==> src/mcr_regs.vh <==
/*
  constants for the machine check reporting block: codes, frame slots,
  apb register offsets and field positions.
  assumes inclusion by bare name from the design files.
*/
`ifndef MCR_REGS_VH
`define MCR_REGS_VH

// ----------------------------------------
// machine check codes
// ----------------------------------------
`define MCR_CODE_MM_MISS 8'h08
`define MCR_CODE_MM_HIT 8'h09
`define MCR_CODE_IPL 8'h0a
`define MCR_CODE_STRING 8'h0b
`define MCR_CODE_TRAP 8'h0c
`define MCR_CODE_CSADDR 8'h0d
`define MCR_CODE_PCACHE 8'h10
`define MCR_CODE_BUS_RD 8'h11
`define MCR_CODE_BUS_WR 8'h12
`define MCR_CODE_BUS_UND 8'h13
`define MCR_CODE_NONE 8'h00

// ----------------------------------------
// cause vector bit positions (lowest wins)
// ----------------------------------------
`define MCR_NCAUSE 10
`define MCR_C_BUS_UND 0
`define MCR_C_BUS_WR 1
`define MCR_C_BUS_RD 2
`define MCR_C_PCACHE 3
`define MCR_C_CSADDR 4
`define MCR_C_TRAP 5
`define MCR_C_STRING 6
`define MCR_C_IPL 7
`define MCR_C_MM_HIT 8
`define MCR_C_MM_MISS 9

// ----------------------------------------
// frame slot indices (byte offset / 4)
// ----------------------------------------
`define MCR_SLOT_W 3
`define MCR_NSLOT 8
`define MCR_SLOT_COUNT 3'h0
`define MCR_SLOT_CODE 3'h1
`define MCR_SLOT_ADDR 3'h2
`define MCR_SLOT_PREF 3'h3
`define MCR_SLOT_INTS 3'h4
`define MCR_BYTE_COUNT 32'h00000018

// ----------------------------------------
// frame field positions
// ----------------------------------------
`define MCR_RESTART_BIT 31
`define MCR_CLKIE_FRAME_BIT 22
`define MCR_CLKIE_SRC_BIT 6
`define MCR_SIS_HI 15

// ----------------------------------------
// apb register byte offsets
// ----------------------------------------
`define MCR_AW 8
`define MCR_OFF_FRAME 8'h00
`define MCR_OFF_STATUS 8'h20
`define MCR_OFF_ACK 8'h24
`define MCR_OFF_CTRL 8'h28
`define MCR_FRAME_MASK 8'he3

// status / control fields
`define MCR_ST_INPROG 0
`define MCR_ST_DOUBLE 1
`define MCR_CTRL_ENABLE 0
`define MCR_CTRL_RESET 32'h00000001

`endif

==> src/mcr_frame_mem.v <==
/*
  small frame store: eight 32-bit words, one write port, registered read.
  assumes a single clock and asynchronous active-low reset.
*/
`timescale 1ns/1ps
`include "mcr_regs.vh"

module mcr_frame_mem (
  // clock and reset
  input wire i_clk,
  input wire i_rst_n,
  // write port
  input wire i_we,
  input wire [`MCR_SLOT_W-1:0] i_waddr,
  input wire [31:0] i_wdata,
  // read port
  input wire [`MCR_SLOT_W-1:0] i_raddr,
  output reg [31:0] o_rdata
);

  reg [31:0] mem_ff [0:`MCR_NSLOT-1];
  integer k;

  always @(posedge i_clk or negedge i_rst_n) begin
    if (!i_rst_n) begin
      for (k = 0; k < `MCR_NSLOT; k = k + 1) begin
        mem_ff[k] <= 32'h00000000;
      end
      o_rdata <= 32'h00000000;
    end else begin
      if (i_we) begin
        mem_ff[i_waddr] <= i_wdata;
      end
      o_rdata <= mem_ff[i_raddr];
    end
  end

endmodule

==> src/mcr_core.v <==
/*
  machine check classification and stack frame capture.
  assumes error strobes and captured state come from cpu logic on i_clk,
  one-cycle error pulses, and an apb master on the same clock.
*/
// Local design decisions: the register addresses and the APB interface to the registers.
`timescale 1ns/1ps
`include "mcr_regs.vh"

// Behaviour
// - mm error in fault handling, translation buffer miss: code 08
// - mm error in fault handling, translation buffer hit: code 09
// - interrupt request at unused priority level: code 0a
// - impossible sequencer state in string copy op: code 0b
// - undefined internal trap code: code 0c
// - undefined control store address reached: code 0d
// - primary cache tag or data parity error on read: code 10
// - local bus read error-terminated or bad parity: code 11
// - local bus error on write or write-buffer clear: code 12
// - undefined local bus state: code 13, unrecoverable
// - operand address register stored at frame offset 8
// - prefetch pointer (last fetch plus four) stored at offset 12
// - clock interrupt enable bit 6 copied to offset 16 bit 22
// - soft interrupt summary bits 15:0 copied to offset 16 low half
// - read error frame taken from the causing instruction
// - machine check code placed in offset 4 bits 15:0
// - offset 4 bit 31 set when no state changed, else clear
// - in-progress flag set on entry, cleared by writing zero to ack
module mcr_core (
  // clock and reset
  input wire i_clk,
  input wire i_rst_n,
  // error event strobes from cpu logic
  input wire i_mm_err,
  input wire i_mm_tb_hit,
  input wire i_ipl_unused,
  input wire i_string_bad_state,
  input wire i_trap_undef,
  input wire i_csaddr_undef,
  input wire i_pcache_parity,
  input wire i_bus_rd_err,
  input wire i_bus_wr_err,
  input wire i_bus_undef,
  // state captured with the error
  input wire i_no_state_change,
  input wire [31:0] i_operand_address_reg,
  input wire [31:0] i_instruction_prefetch_pointer,
  input wire [31:0] i_interval_clock_ctl,
  input wire [15:0] i_soft_int_summary,
  // apb slave
  input wire i_psel,
  input wire i_penable,
  input wire i_pwrite,
  input wire [`MCR_AW-1:0] i_paddr,
  input wire [31:0] i_pwdata,
  output wire [31:0] o_prdata,
  output wire o_pready,
  output wire o_pslverr,
  // status
  output wire o_mcheck_in_progress,
  output wire o_mcheck_take,
  output wire o_double_error_halt
);

  // ----------------------------------------
  // cause decode
  // ----------------------------------------
  function [7:0] code_of;
    input [`MCR_NCAUSE-1:0] c;
    begin
      if (c[`MCR_C_BUS_UND]) code_of = `MCR_CODE_BUS_UND;
      else if (c[`MCR_C_BUS_WR]) code_of = `MCR_CODE_BUS_WR;
      else if (c[`MCR_C_BUS_RD]) code_of = `MCR_CODE_BUS_RD;
      else if (c[`MCR_C_PCACHE]) code_of = `MCR_CODE_PCACHE;
      else if (c[`MCR_C_CSADDR]) code_of = `MCR_CODE_CSADDR;
      else if (c[`MCR_C_TRAP]) code_of = `MCR_CODE_TRAP;
      else if (c[`MCR_C_STRING]) code_of = `MCR_CODE_STRING;
      else if (c[`MCR_C_IPL]) code_of = `MCR_CODE_IPL;
      else if (c[`MCR_C_MM_HIT]) code_of = `MCR_CODE_MM_HIT;
      else if (c[`MCR_C_MM_MISS]) code_of = `MCR_CODE_MM_MISS;
      else code_of = `MCR_CODE_NONE;
    end
  endfunction

  wire [`MCR_NCAUSE-1:0] cause;
  assign cause[`MCR_C_BUS_UND] = i_bus_undef;
  assign cause[`MCR_C_BUS_WR] = i_bus_wr_err;
  assign cause[`MCR_C_BUS_RD] = i_bus_rd_err;
  assign cause[`MCR_C_PCACHE] = i_pcache_parity;
  assign cause[`MCR_C_CSADDR] = i_csaddr_undef;
  assign cause[`MCR_C_TRAP] = i_trap_undef;
  assign cause[`MCR_C_STRING] = i_string_bad_state;
  assign cause[`MCR_C_IPL] = i_ipl_unused;
  assign cause[`MCR_C_MM_HIT] = i_mm_err & i_mm_tb_hit;
  assign cause[`MCR_C_MM_MISS] = i_mm_err & ~i_mm_tb_hit;

  wire any_err = |cause;

  // ----------------------------------------
  // control and flags
  // ----------------------------------------
  reg [31:0] ctrl_ff;
  reg in_prog_ff;
  reg double_ff;
  reg [2:0] wr_cnt_ff;
  reg [2:0] nxt_wr_cnt;
  reg [31:0] hold_code_ff;
  reg [31:0] hold_addr_ff;
  reg [31:0] hold_pref_ff;
  reg [31:0] hold_ints_ff;

  localparam ST_IDLE = 1'b0;
  localparam ST_WRITE = 1'b1;
  reg state_ff;
  reg nxt_state;

  wire enable = ctrl_ff[`MCR_CTRL_ENABLE];
  wire take = enable & any_err & ~in_prog_ff & (state_ff == ST_IDLE);
  wire dbl = enable & any_err & in_prog_ff;

  // apb decode
  wire apb_acc = i_psel & i_penable;
  wire apb_wr = apb_acc & i_pwrite;
  wire apb_rd = apb_acc & ~i_pwrite;
  wire sel_frame = (i_paddr & `MCR_FRAME_MASK) == `MCR_OFF_FRAME;
  wire sel_status = i_paddr == `MCR_OFF_STATUS;
  wire sel_ack = i_paddr == `MCR_OFF_ACK;
  wire sel_ctrl = i_paddr == `MCR_OFF_CTRL;
  wire sel_any = sel_frame | sel_status | sel_ack | sel_ctrl;
  wire ack_clear = apb_wr & sel_ack & (i_pwdata == 32'h00000000);

  // frame read takes a cycle through the memory register
  reg rd_wait_ff;
  wire frame_rd = apb_rd & sel_frame;
  assign o_pready = ~(frame_rd & ~rd_wait_ff);
  assign o_pslverr = apb_acc & ~sel_any;

  always @(posedge i_clk or negedge i_rst_n) begin
    if (!i_rst_n) begin
      rd_wait_ff <= 1'b0;
    end else begin
      rd_wait_ff <= frame_rd & ~rd_wait_ff;
    end
  end

  // ----------------------------------------
  // capture on entry
  // ----------------------------------------
  always @(posedge i_clk or negedge i_rst_n) begin
    if (!i_rst_n) begin
      hold_code_ff <= 32'h00000000;
      hold_addr_ff <= 32'h00000000;
      hold_pref_ff <= 32'h00000000;
      hold_ints_ff <= 32'h00000000;
    end else if (take) begin
      // state of the causing instruction, same cycle as the error
      hold_code_ff <= {i_no_state_change, 15'h0000, 8'h00, code_of(cause)};
      hold_addr_ff <= i_operand_address_reg;
      hold_pref_ff <= i_instruction_prefetch_pointer;
      hold_ints_ff <= {9'h000, i_interval_clock_ctl[`MCR_CLKIE_SRC_BIT],
                       6'h00, i_soft_int_summary[`MCR_SIS_HI:0]};
    end
  end

  // ----------------------------------------
  // frame writer
  // ----------------------------------------
  always @* begin
    nxt_state = state_ff;
    nxt_wr_cnt = wr_cnt_ff;
    case (state_ff)
      ST_IDLE: begin
        if (take) begin
          nxt_state = ST_WRITE;
          nxt_wr_cnt = `MCR_SLOT_COUNT;
        end
      end
      ST_WRITE: begin
        if (wr_cnt_ff == `MCR_SLOT_INTS) begin
          nxt_state = ST_IDLE;
        end else begin
          nxt_wr_cnt = wr_cnt_ff + 3'h1;
        end
      end
      default: begin
        nxt_state = ST_IDLE;
      end
    endcase
  end

  reg [31:0] wr_data;
  always @* begin
    case (wr_cnt_ff)
      `MCR_SLOT_COUNT: wr_data = `MCR_BYTE_COUNT;
      `MCR_SLOT_CODE: wr_data = hold_code_ff;
      `MCR_SLOT_ADDR: wr_data = hold_addr_ff;
      `MCR_SLOT_PREF: wr_data = hold_pref_ff;
      `MCR_SLOT_INTS: wr_data = hold_ints_ff;
      default: wr_data = 32'h00000000;
    endcase
  end

  always @(posedge i_clk or negedge i_rst_n) begin
    if (!i_rst_n) begin
      state_ff <= ST_IDLE;
      wr_cnt_ff <= `MCR_SLOT_COUNT;
    end else begin
      state_ff <= nxt_state;
      wr_cnt_ff <= nxt_wr_cnt;
    end
  end

  // ----------------------------------------
  // flags: set wins over clear
  // ----------------------------------------
  always @(posedge i_clk or negedge i_rst_n) begin
    if (!i_rst_n) begin
      in_prog_ff <= 1'b0;
      double_ff <= 1'b0;
      ctrl_ff <= `MCR_CTRL_RESET;
    end else begin
      if (take) begin
        in_prog_ff <= 1'b1;
      end else if (ack_clear) begin
        in_prog_ff <= 1'b0;
      end
      if (dbl) begin
        double_ff <= 1'b1;
      end
      if (apb_wr & sel_ctrl) begin
        ctrl_ff <= i_pwdata;
      end
    end
  end

  // ----------------------------------------
  // frame memory and read mux
  // ----------------------------------------
  wire [31:0] mem_rdata;
  mcr_frame_mem u_mem (
    .i_clk(i_clk),
    .i_rst_n(i_rst_n),
    .i_we(state_ff == ST_WRITE),
    .i_waddr(wr_cnt_ff),
    .i_wdata(wr_data),
    .i_raddr(i_paddr[`MCR_SLOT_W+1:2]),
    .o_rdata(mem_rdata)
  );

  reg [31:0] rd_mux;
  always @* begin
    rd_mux = 32'h00000000;
    if (apb_rd) begin
      if (sel_frame) begin
        rd_mux = mem_rdata;
      end else if (sel_status) begin
        rd_mux[`MCR_ST_INPROG] = in_prog_ff;
        rd_mux[`MCR_ST_DOUBLE] = double_ff;
      end else if (sel_ctrl) begin
        rd_mux = ctrl_ff;
      end
    end
  end
  assign o_prdata = rd_mux;

  assign o_mcheck_in_progress = in_prog_ff;
  assign o_mcheck_take = take;
  assign o_double_error_halt = double_ff;

endmodule

==> config.mk <==
export PLATFORM = sky130hd
export DESIGN_NAME = mcr_core
export DESIGN_NICKNAME = d
export VERILOG_FILES = /design/src/mcr_frame_mem.v /design/src/mcr_core.v
export VERILOG_INCLUDE_DIRS = /design/src /design/src/src
export SDC_FILE = /design/constraint.sdc
export NUM_CORES = 1
export LEC_CHECK = 0
export ABC_AREA = 1
export BUFFER_PORTS_ARGS = -buffer_cell sky130_fd_sc_hd__buf_2
export CAP_MARGIN = 20
export CELL_PAD_IN_SITES_DETAIL_PLACEMENT = 1
export CELL_PAD_IN_SITES_GLOBAL_PLACEMENT = 1
export CORE_MARGIN = 10
export CORE_UTILIZATION = 44
export DETAILED_ROUTE_END_ITERATION = 10
export PLACE_DENSITY = 0.83
export REMOVE_ABC_BUFFERS = 1
export SLEW_MARGIN = 25
export SYNTH_ARGS = -nofsm -noshare
export SYNTH_HDL_FRONTEND = slang
export SYNTH_HIERARCHICAL = 1
export SYNTH_SLANG_ARGS = --single-unit
export TNS_END_PERCENT = 100
==> constraint.sdc <==
create_clock -name i_clk -period 2.4 [get_ports i_clk]
set_clock_uncertainty 0.1 [all_clocks]
set_input_delay 0.24 -clock i_clk [delete_from_list [all_inputs] [get_ports i_clk]]
set_output_delay 0.24 -clock i_clk [all_outputs]
set_load 0.1 [all_outputs]
==> reports/qor.csv, run 1 <==
stage,metric,value,unit
global_route,first-pass GRT wire length,109,mm
worst_setup_path,flop-to-flop setup slack,0.11,ns
sta,worst-margin pin slew,0.996,ns
sta,"Hold Violations, Final",0,
sta,Fmax,436,MHz
sta,Final Cycle Share,95.6,%
worst_setup_path,CP startpoint kind,flip-flop,
clock_network,H-tree level count,2,
floorplanning,Die W,230,µm
place,PortBufs,173,
pwr,VDD IR-drop max,0.000513,V
cells_and_area,most frequent cells in the layout,"1106 x nand2_1, 413 x dfrtp_1, 348 x inv_1",
synth,sequential fraction of the synthesis area,53.4,%
synth,Yosys cell types,30,
worst_setup_path,R2R depth,8,
place,cell area after placement,21500,µm²
job,Max Cap Viol,0,
worst_setup_path,critical path arrival,2.63,ns
clock_network,CTS tree,done,
sta,Final Setup Violations,0,
worst_setup_path,CP Max Fanout,32,
clock_network,clock sinks,414,
synth,Yosys reg bits,414,
clock_network,Bufs on Longest Clock Path,3,
clock_network,worst skew pair latency,0.59,ns
cells_and_area,Final nets,2999,
floorplanning,row cnt,76,
cells_and_area,area grow syn2layout,25.9,%
worst_setup_path,FF-to-FF End,u_mem/mem_ff[167],
cells_and_area,post-route cell area,24500,µm²
floorplanning,full die area,52900,µm²
worst_setup_path,WP depth,8,
clock_network,CTS root buffer,clkbuf_16,
drt,Detailed Routing Iterations Pass 1,5,
cells_and_area,layout cells sized above 1,11.4,%
drt,total wire length,68.6,mm
synth,synth top area cells,"dfrtp_1 53%, nand2_1 21%, o21ai_0 7.2%, inv_1 6.8%, nand3_1 4.5%",
place,Placed Instances,3237,
synth,syn avg cell area,7.56,µm²
floorplanning,I/O pin cnt,205,
place,DP HPWL,38.9,mm
synth,Cells after Synth,2568,
drt,antenna-violating nets left,0,
global_route,total gr overflow,0,
sta,Rel. slew slack,33.6,%
floorplanning,Initial Utilization,44.8,%
clock_network,TritonCTS Buffers,47,
cells_and_area,"most common cell after layout, fill and taps aside",nand2_1,
pwr,Design Power,17.2,mW
worst_setup_path,CP max-delay cell,dfrtp_1,
sta,Hold WS,0.0711,ns
synth,mapped cell area,19400,µm²
worst_setup_path,CP peak stage delay,0.46,ns
pwr,Static Leak,12.4,nW
sta,shortest period the worst path allows,2.29,ns
drt,DR vias/cell,5.24,
sta,Slew Limit Fails,0,
worst_setup_path,Critical path buffers and inverters,3,
synth,Synthesis Warnings,6,
worst_setup_path,WS Path Type,flip-flop to flip-flop,
worst_setup_path,"CP delay by family, top",buffers and inverters,
pwr,P per Cell Area,704,nW/µm²
synth,Yosys top cell area share,53.2,%
worst_hold_path,min-delay worst type,input pin to asynchronous set/reset pin,
synth,post-synth top area cell,dfrtp_1,
worst_setup_path,reg-to-reg critical path startpoint,wr_cnt_ff[0],
global_route,overall routing resource usage,25.7,%
clock_network,register clock-pin slew on the reported worst setup and hold paths,0.07,ns
worst_setup_path,critical path cell sequence,inv_1 -> ha_1 -> nand2_1 -> inv_6 -> nand2_1 -> nand3_1 -> inv_1 -> o21ai_0,
floorplanning,Core ar.,43400,µm²
drt,via count,18100,
worst_setup_path,Crit. End Element,flip-flop,
cells_and_area,"Cell Count, Final, Fillers Out",3446,
place,gpl congestion,0.763,
drt,number of DRC markers in iteration 0,1286,
global_route,initial antenna violation count,2,
global_route,largest net degree at the start of global routing,90,
worst_setup_path,CP Data Required Time,2.73,ns
drt,DRC viols,0,
floorplanning,Die Span Y,230,µm
drt,wire per inst,19.9,µm
status,status,"complete, no violations",
global_route,vias in the first global route,20100,
flip-flops by register name (all words and copies together) (netlist names), 3 cells and up:
name,flops
hold_ints_ff,17
ctrl_ff,32
u_mem/mem_ff,256
hold_addr_ff,32
hold_code_ff,6
u_mem/o_rdata,32
hold_pref_ff,32
wr_cnt_ff,3
power breakdown:
group          total, mW  internal, mW  switching, mW
clock network       7.90          4.94           2.96
registers           7.53          7.32          0.215
logic               1.77         0.611           1.16
cell usage after synthesis (all sizes together):
cell	instances
nand2	1114
dfrtp	413
inv	355
o21ai	293
nand3	176
buf	87
clkbuf	49
nor2	33
a22o	14
nand4	13
a21oi	5
ha	5
nor3	5
a221oi	1
clkinv	1
dfstp	1
o2111ai	1
o21a	1
o22ai	1
cell type report:
class,count,area (µm²)
fillers,5318,18900
flip-flops and latches,414,10400
multi-input cells,1662,7090
repair buffers,345,3220
clock buffers,68,1420
inverters,356,1360
well taps,585,732
clock inverters,15,283
diodes,1,2.50
worst max-delay path by stage:
stage	start	slack, ns	to
6_report	wr_cnt_ff[0]	0.11	u_mem/mem_ff[167]
2_1_floorplan	o_mcheck_in_progress	-1.56	hold_code_ff[4]
3_5_place_dp	wr_cnt_ff[0]	0.02	u_mem/mem_ff[152]
5_1_grt	i_paddr[1]	-0.02	o_prdata[7]
3_3_place_gp	wr_cnt_ff[0]	0.21	u_mem/mem_ff[148]
4_1_cts	wr_cnt_ff[1]	0.02	u_mem/mem_ff[228]
layer usage:
layer / global-route usage (%) / wire (µm)
met5: 0 / 0
met4: 11.2 / 2630
met3: 4.10 / 3080
met2: 45.8 / 35100
met1: 29.8 / 27900
timing repair:
| action | CTS | global route |
|---|---|---|
| pin swaps | 0 | 1 |
| setup buffers | 0 | 3 |
| gates resized for setup | 4 | 7 |
| hold endpoints to repair | 487 | 0 |
| hold buffers | 122 | 0 |
| setup endpoints to repair | 29 | 136 |
per-stage QoR:
stage | worst slack, ns | utilization [%] | TNS, ns
3_5_place_dp | 0.0245 | 49.5 | 0
3_3_place_gp | 0.206 | 49.5 | 0
2_1_floorplan | -1.56 | - | -148.90
5_1_grt | -0.0210 | 56.4 | -0.0338
4_1_cts | 0.0151 | 56.3 | 0
6_report | 0.105 | 56.4 | 0
cell families (layout without fill, tap and decap cells):
logic type / after synthesis / in the layout / share of synthesized area, %
and+or+nand+nor: 1341 / 1341 / 27.6
buffers and inverters: 492 / 784 / 10.3
DFF: 414 / 414 / 53.4
AOI/OAI and AO/OA: 316 / 316 / 8.47
adders and majority gates: 5 / 5 / 0.322
other: 0 / 1 / 0
Power figures use the tool's default switching activity.
==> inputs of run 2 (changes only) <==
--- a/config.mk
+++ b/config.mk
@@ -13,6 +13,7 @@
 export CELL_PAD_IN_SITES_GLOBAL_PLACEMENT = 1
 export CORE_MARGIN = 10
 export CORE_UTILIZATION = 44
+export CTS_BUF_LIST = sky130_fd_sc_hd__clkbuf_16
 export DETAILED_ROUTE_END_ITERATION = 10
 export PLACE_DENSITY = 0.83
 export REMOVE_ABC_BUFFERS = 1
==> run 2 against run 1 <==
  * Register-to-register slack gained 0.02 ns
  * Hold slack gained 0.0029 ns
  * Clock power shrank 5.4%
  * Highest routed layer unchanged
==> reports/qor.csv, run 2 (synthesized netlist as in run 1, its figures left out) <==
stage,metric,value,unit,change
drt,wire per inst,19.9,µm,about the same
drt,DR vias/cell,5.24,,about the same
worst_setup_path,WS Path Type,input pin to flip-flop,,
sta,worst-margin pin slew,0.970,ns,-0.0255 ns
cells_and_area,layout cells sized above 1,11.0,%,-0.39 points
clock_network,worst skew pair latency,0.58,ns,about the same
floorplanning,Die Span Y,230,µm,unchanged
drt,Detailed Routing Iterations Pass 1,5,,unchanged
status,status,"complete, no violations",,
clock_network,register clock-pin slew on the reported worst setup and hold paths,0.06,ns,about the same
drt,DRC viols,0,,unchanged
place,DP HPWL,38.9,mm,unchanged
floorplanning,I/O pin cnt,205,,unchanged
worst_setup_path,CP peak stage delay,0.59,ns,+0.13 ns
clock_network,CTS root buffer,clkbuf_16,,
sta,Fmax,439,MHz,+0.74%
worst_setup_path,critical path arrival,2.69,ns,+0.06 ns
pwr,Static Leak,12.4,nW,-0.29%
cells_and_area,max reg flops,256,,unchanged
cells_and_area,"most common cell after layout, fill and taps aside",nand2_1,,
worst_hold_path,min-delay worst type,input pin to asynchronous set/reset pin,,
place,cell area after placement,21500,µm²,unchanged
floorplanning,Core ar.,43400,µm²,unchanged
cells_and_area,post-layout util,56.1,%,-0.28 points
cells_and_area,post-route cell area,24300,µm²,-0.49%
sta,RSZ-0062 raised after global routing,false,,
floorplanning,Die W,230,µm,unchanged
global_route,total gr overflow,0,,unchanged
clock_network,TritonCTS Buffers,47,,unchanged
cells_and_area,area grow syn2layout,25.3,%,
pwr,VDD IR-drop max,0.000572,V,+11%
cells_and_area,Top reg by flops,u_mem/mem_ff,,
clock_network,Bufs on Longest Clock Path,3,,unchanged
worst_setup_path,CP Max Fanout,89,,+180%
global_route,overall routing resource usage,25.8,%,+0.12 points
sta,Final Cycle Share,94.9,%,-0.70 points
place,PortBufs,173,,unchanged
clock_network,H-tree level count,2,,unchanged
drt,antenna-violating nets left,0,,unchanged
floorplanning,full die area,52900,µm²,unchanged
global_route,largest net degree at the start of global routing,90,,unchanged
sta,shortest period the worst path allows,2.28,ns,-0.0168 ns
global_route,vias in the first global route,20100,,+0.26%
sta,"Hold Violations, Final",0,,unchanged
clock_network,CTS tree,done,,
global_route,initial antenna violation count,1,,-1
worst_setup_path,R2R depth,7,,-1
floorplanning,Initial Utilization,44.8,%,unchanged
place,gpl congestion,0.763,,unchanged
pwr,Design Power,16.8,mW,-2.5%
clock_network,clock sinks,414,,unchanged
cells_and_area,Final nets,3000,,+0.033%
sta,Slew Limit Fails,0,,unchanged
worst_setup_path,Crit. End Element,flip-flop,,
floorplanning,row cnt,76,,unchanged
pwr,P per Cell Area,689,nW/µm²,-2.0%
sta,Rel. slew slack,35.3,%,+1.7 points
global_route,first-pass GRT wire length,110,mm,+0.64%
drt,number of DRC markers in iteration 0,1152,,-10%
drt,total wire length,68.7,mm,about the same
worst_setup_path,CP startpoint kind,input pin,,
worst_setup_path,critical path cell sequence,dlygate4sd3_1 -> buf_2 -> nor2_1 -> nand2_1 -> nand3_4 -> buf_16 -> nor2_1 -> a21oi_1 -> dlygate4sd3_1,,
cells_and_area,most frequent cells in the layout,"1106 x nand2_1, 413 x dfrtp_1, 355 x inv_1",,
sta,Final Setup Violations,0,,unchanged
drt,via count,18100,,+0.050%
worst_setup_path,CP Data Required Time,2.81,ns,+0.08 ns
job,Max Cap Viol,0,,unchanged
worst_setup_path,CP max-delay cell,dlygate4sd3_1,,
-- run 2: area by class of cell --
type                    count  area, µm²
diodes                      1       2.50
clock buffers              49       1230
clock inverters            34        354
fillers                  5344      19000
inverters                 356       1360
multi-input cells        1662       7090
flip-flops and latches    414      10400
well taps                 585        732
repair buffers            346       3220
-- run 2: routing by layer --
metal  vias to the layer above  global-route usage [%]  routed length, µm  share of wire, %
li1                       8365                       -                  -                 -
met1                      9105                    30.1              28100                41
met2                       454                    46.4              35600                52
met3                       145                    3.80               2730               4.0
met4                         0                    10.6               2340               3.4
met5                         -                       0                  0                 0
-- run 2: critical path, delay by kind of cell --
kind,cells,cell delay (ns)
AO/OA/AOI/OAI,1,0.19
AND/OR/NAND/NOR,4,0.59
buffers and inverters,4,1.64
-- run 2: report_power, final --
group / total [mW] / switching [mW] / internal, mW / leakage, nW
Clock: 7.47 / 2.95 / 4.53 / 0.801
Sequential: 7.53 / 0.216 / 7.32 / 5.68
Combinational: 1.77 / 1.16 / 0.609 / 5.87
-- run 2: final timing paths --
kind                                         to         from  slack, ns
max in group asynchronous      u_mem/mem_ff[49]      i_rst_n       1.27
min                             hold_ints_ff[1]      i_rst_n       0.07
min reg2reg                          rd_wait_ff   rd_wait_ff       0.33
max                             hold_code_ff[0]  i_bus_undef       0.12
max reg2reg                     hold_code_ff[2]     state_ff       0.12
min in group i_clk         o_mcheck_in_progress   i_paddr[0]       0.08
-- run 2: through the flow --
step	instances	hold WS [ns]	setup slack (ns)	setup TNS [ns]
CTS	3442	0.0351	0.0198	0
global placement	3237	0.0915	0.206	0
floorplan	2432	-0.156	-1.56	-148.90
finish	3447	0.0739	0.122	0
detailed placement	3237	0.0918	0.0245	0
global route	3447	0.0896	0.00493	0
-- run 2: what timing repair did --
item,CTS,global route
setup buffers,0,4
gates cloned,0,0
resized for setup,4,7
hold buffers,122,0
endpoints found under the setup margin,9,121
pin swaps,0,1
hold endpoints to repair,487,0
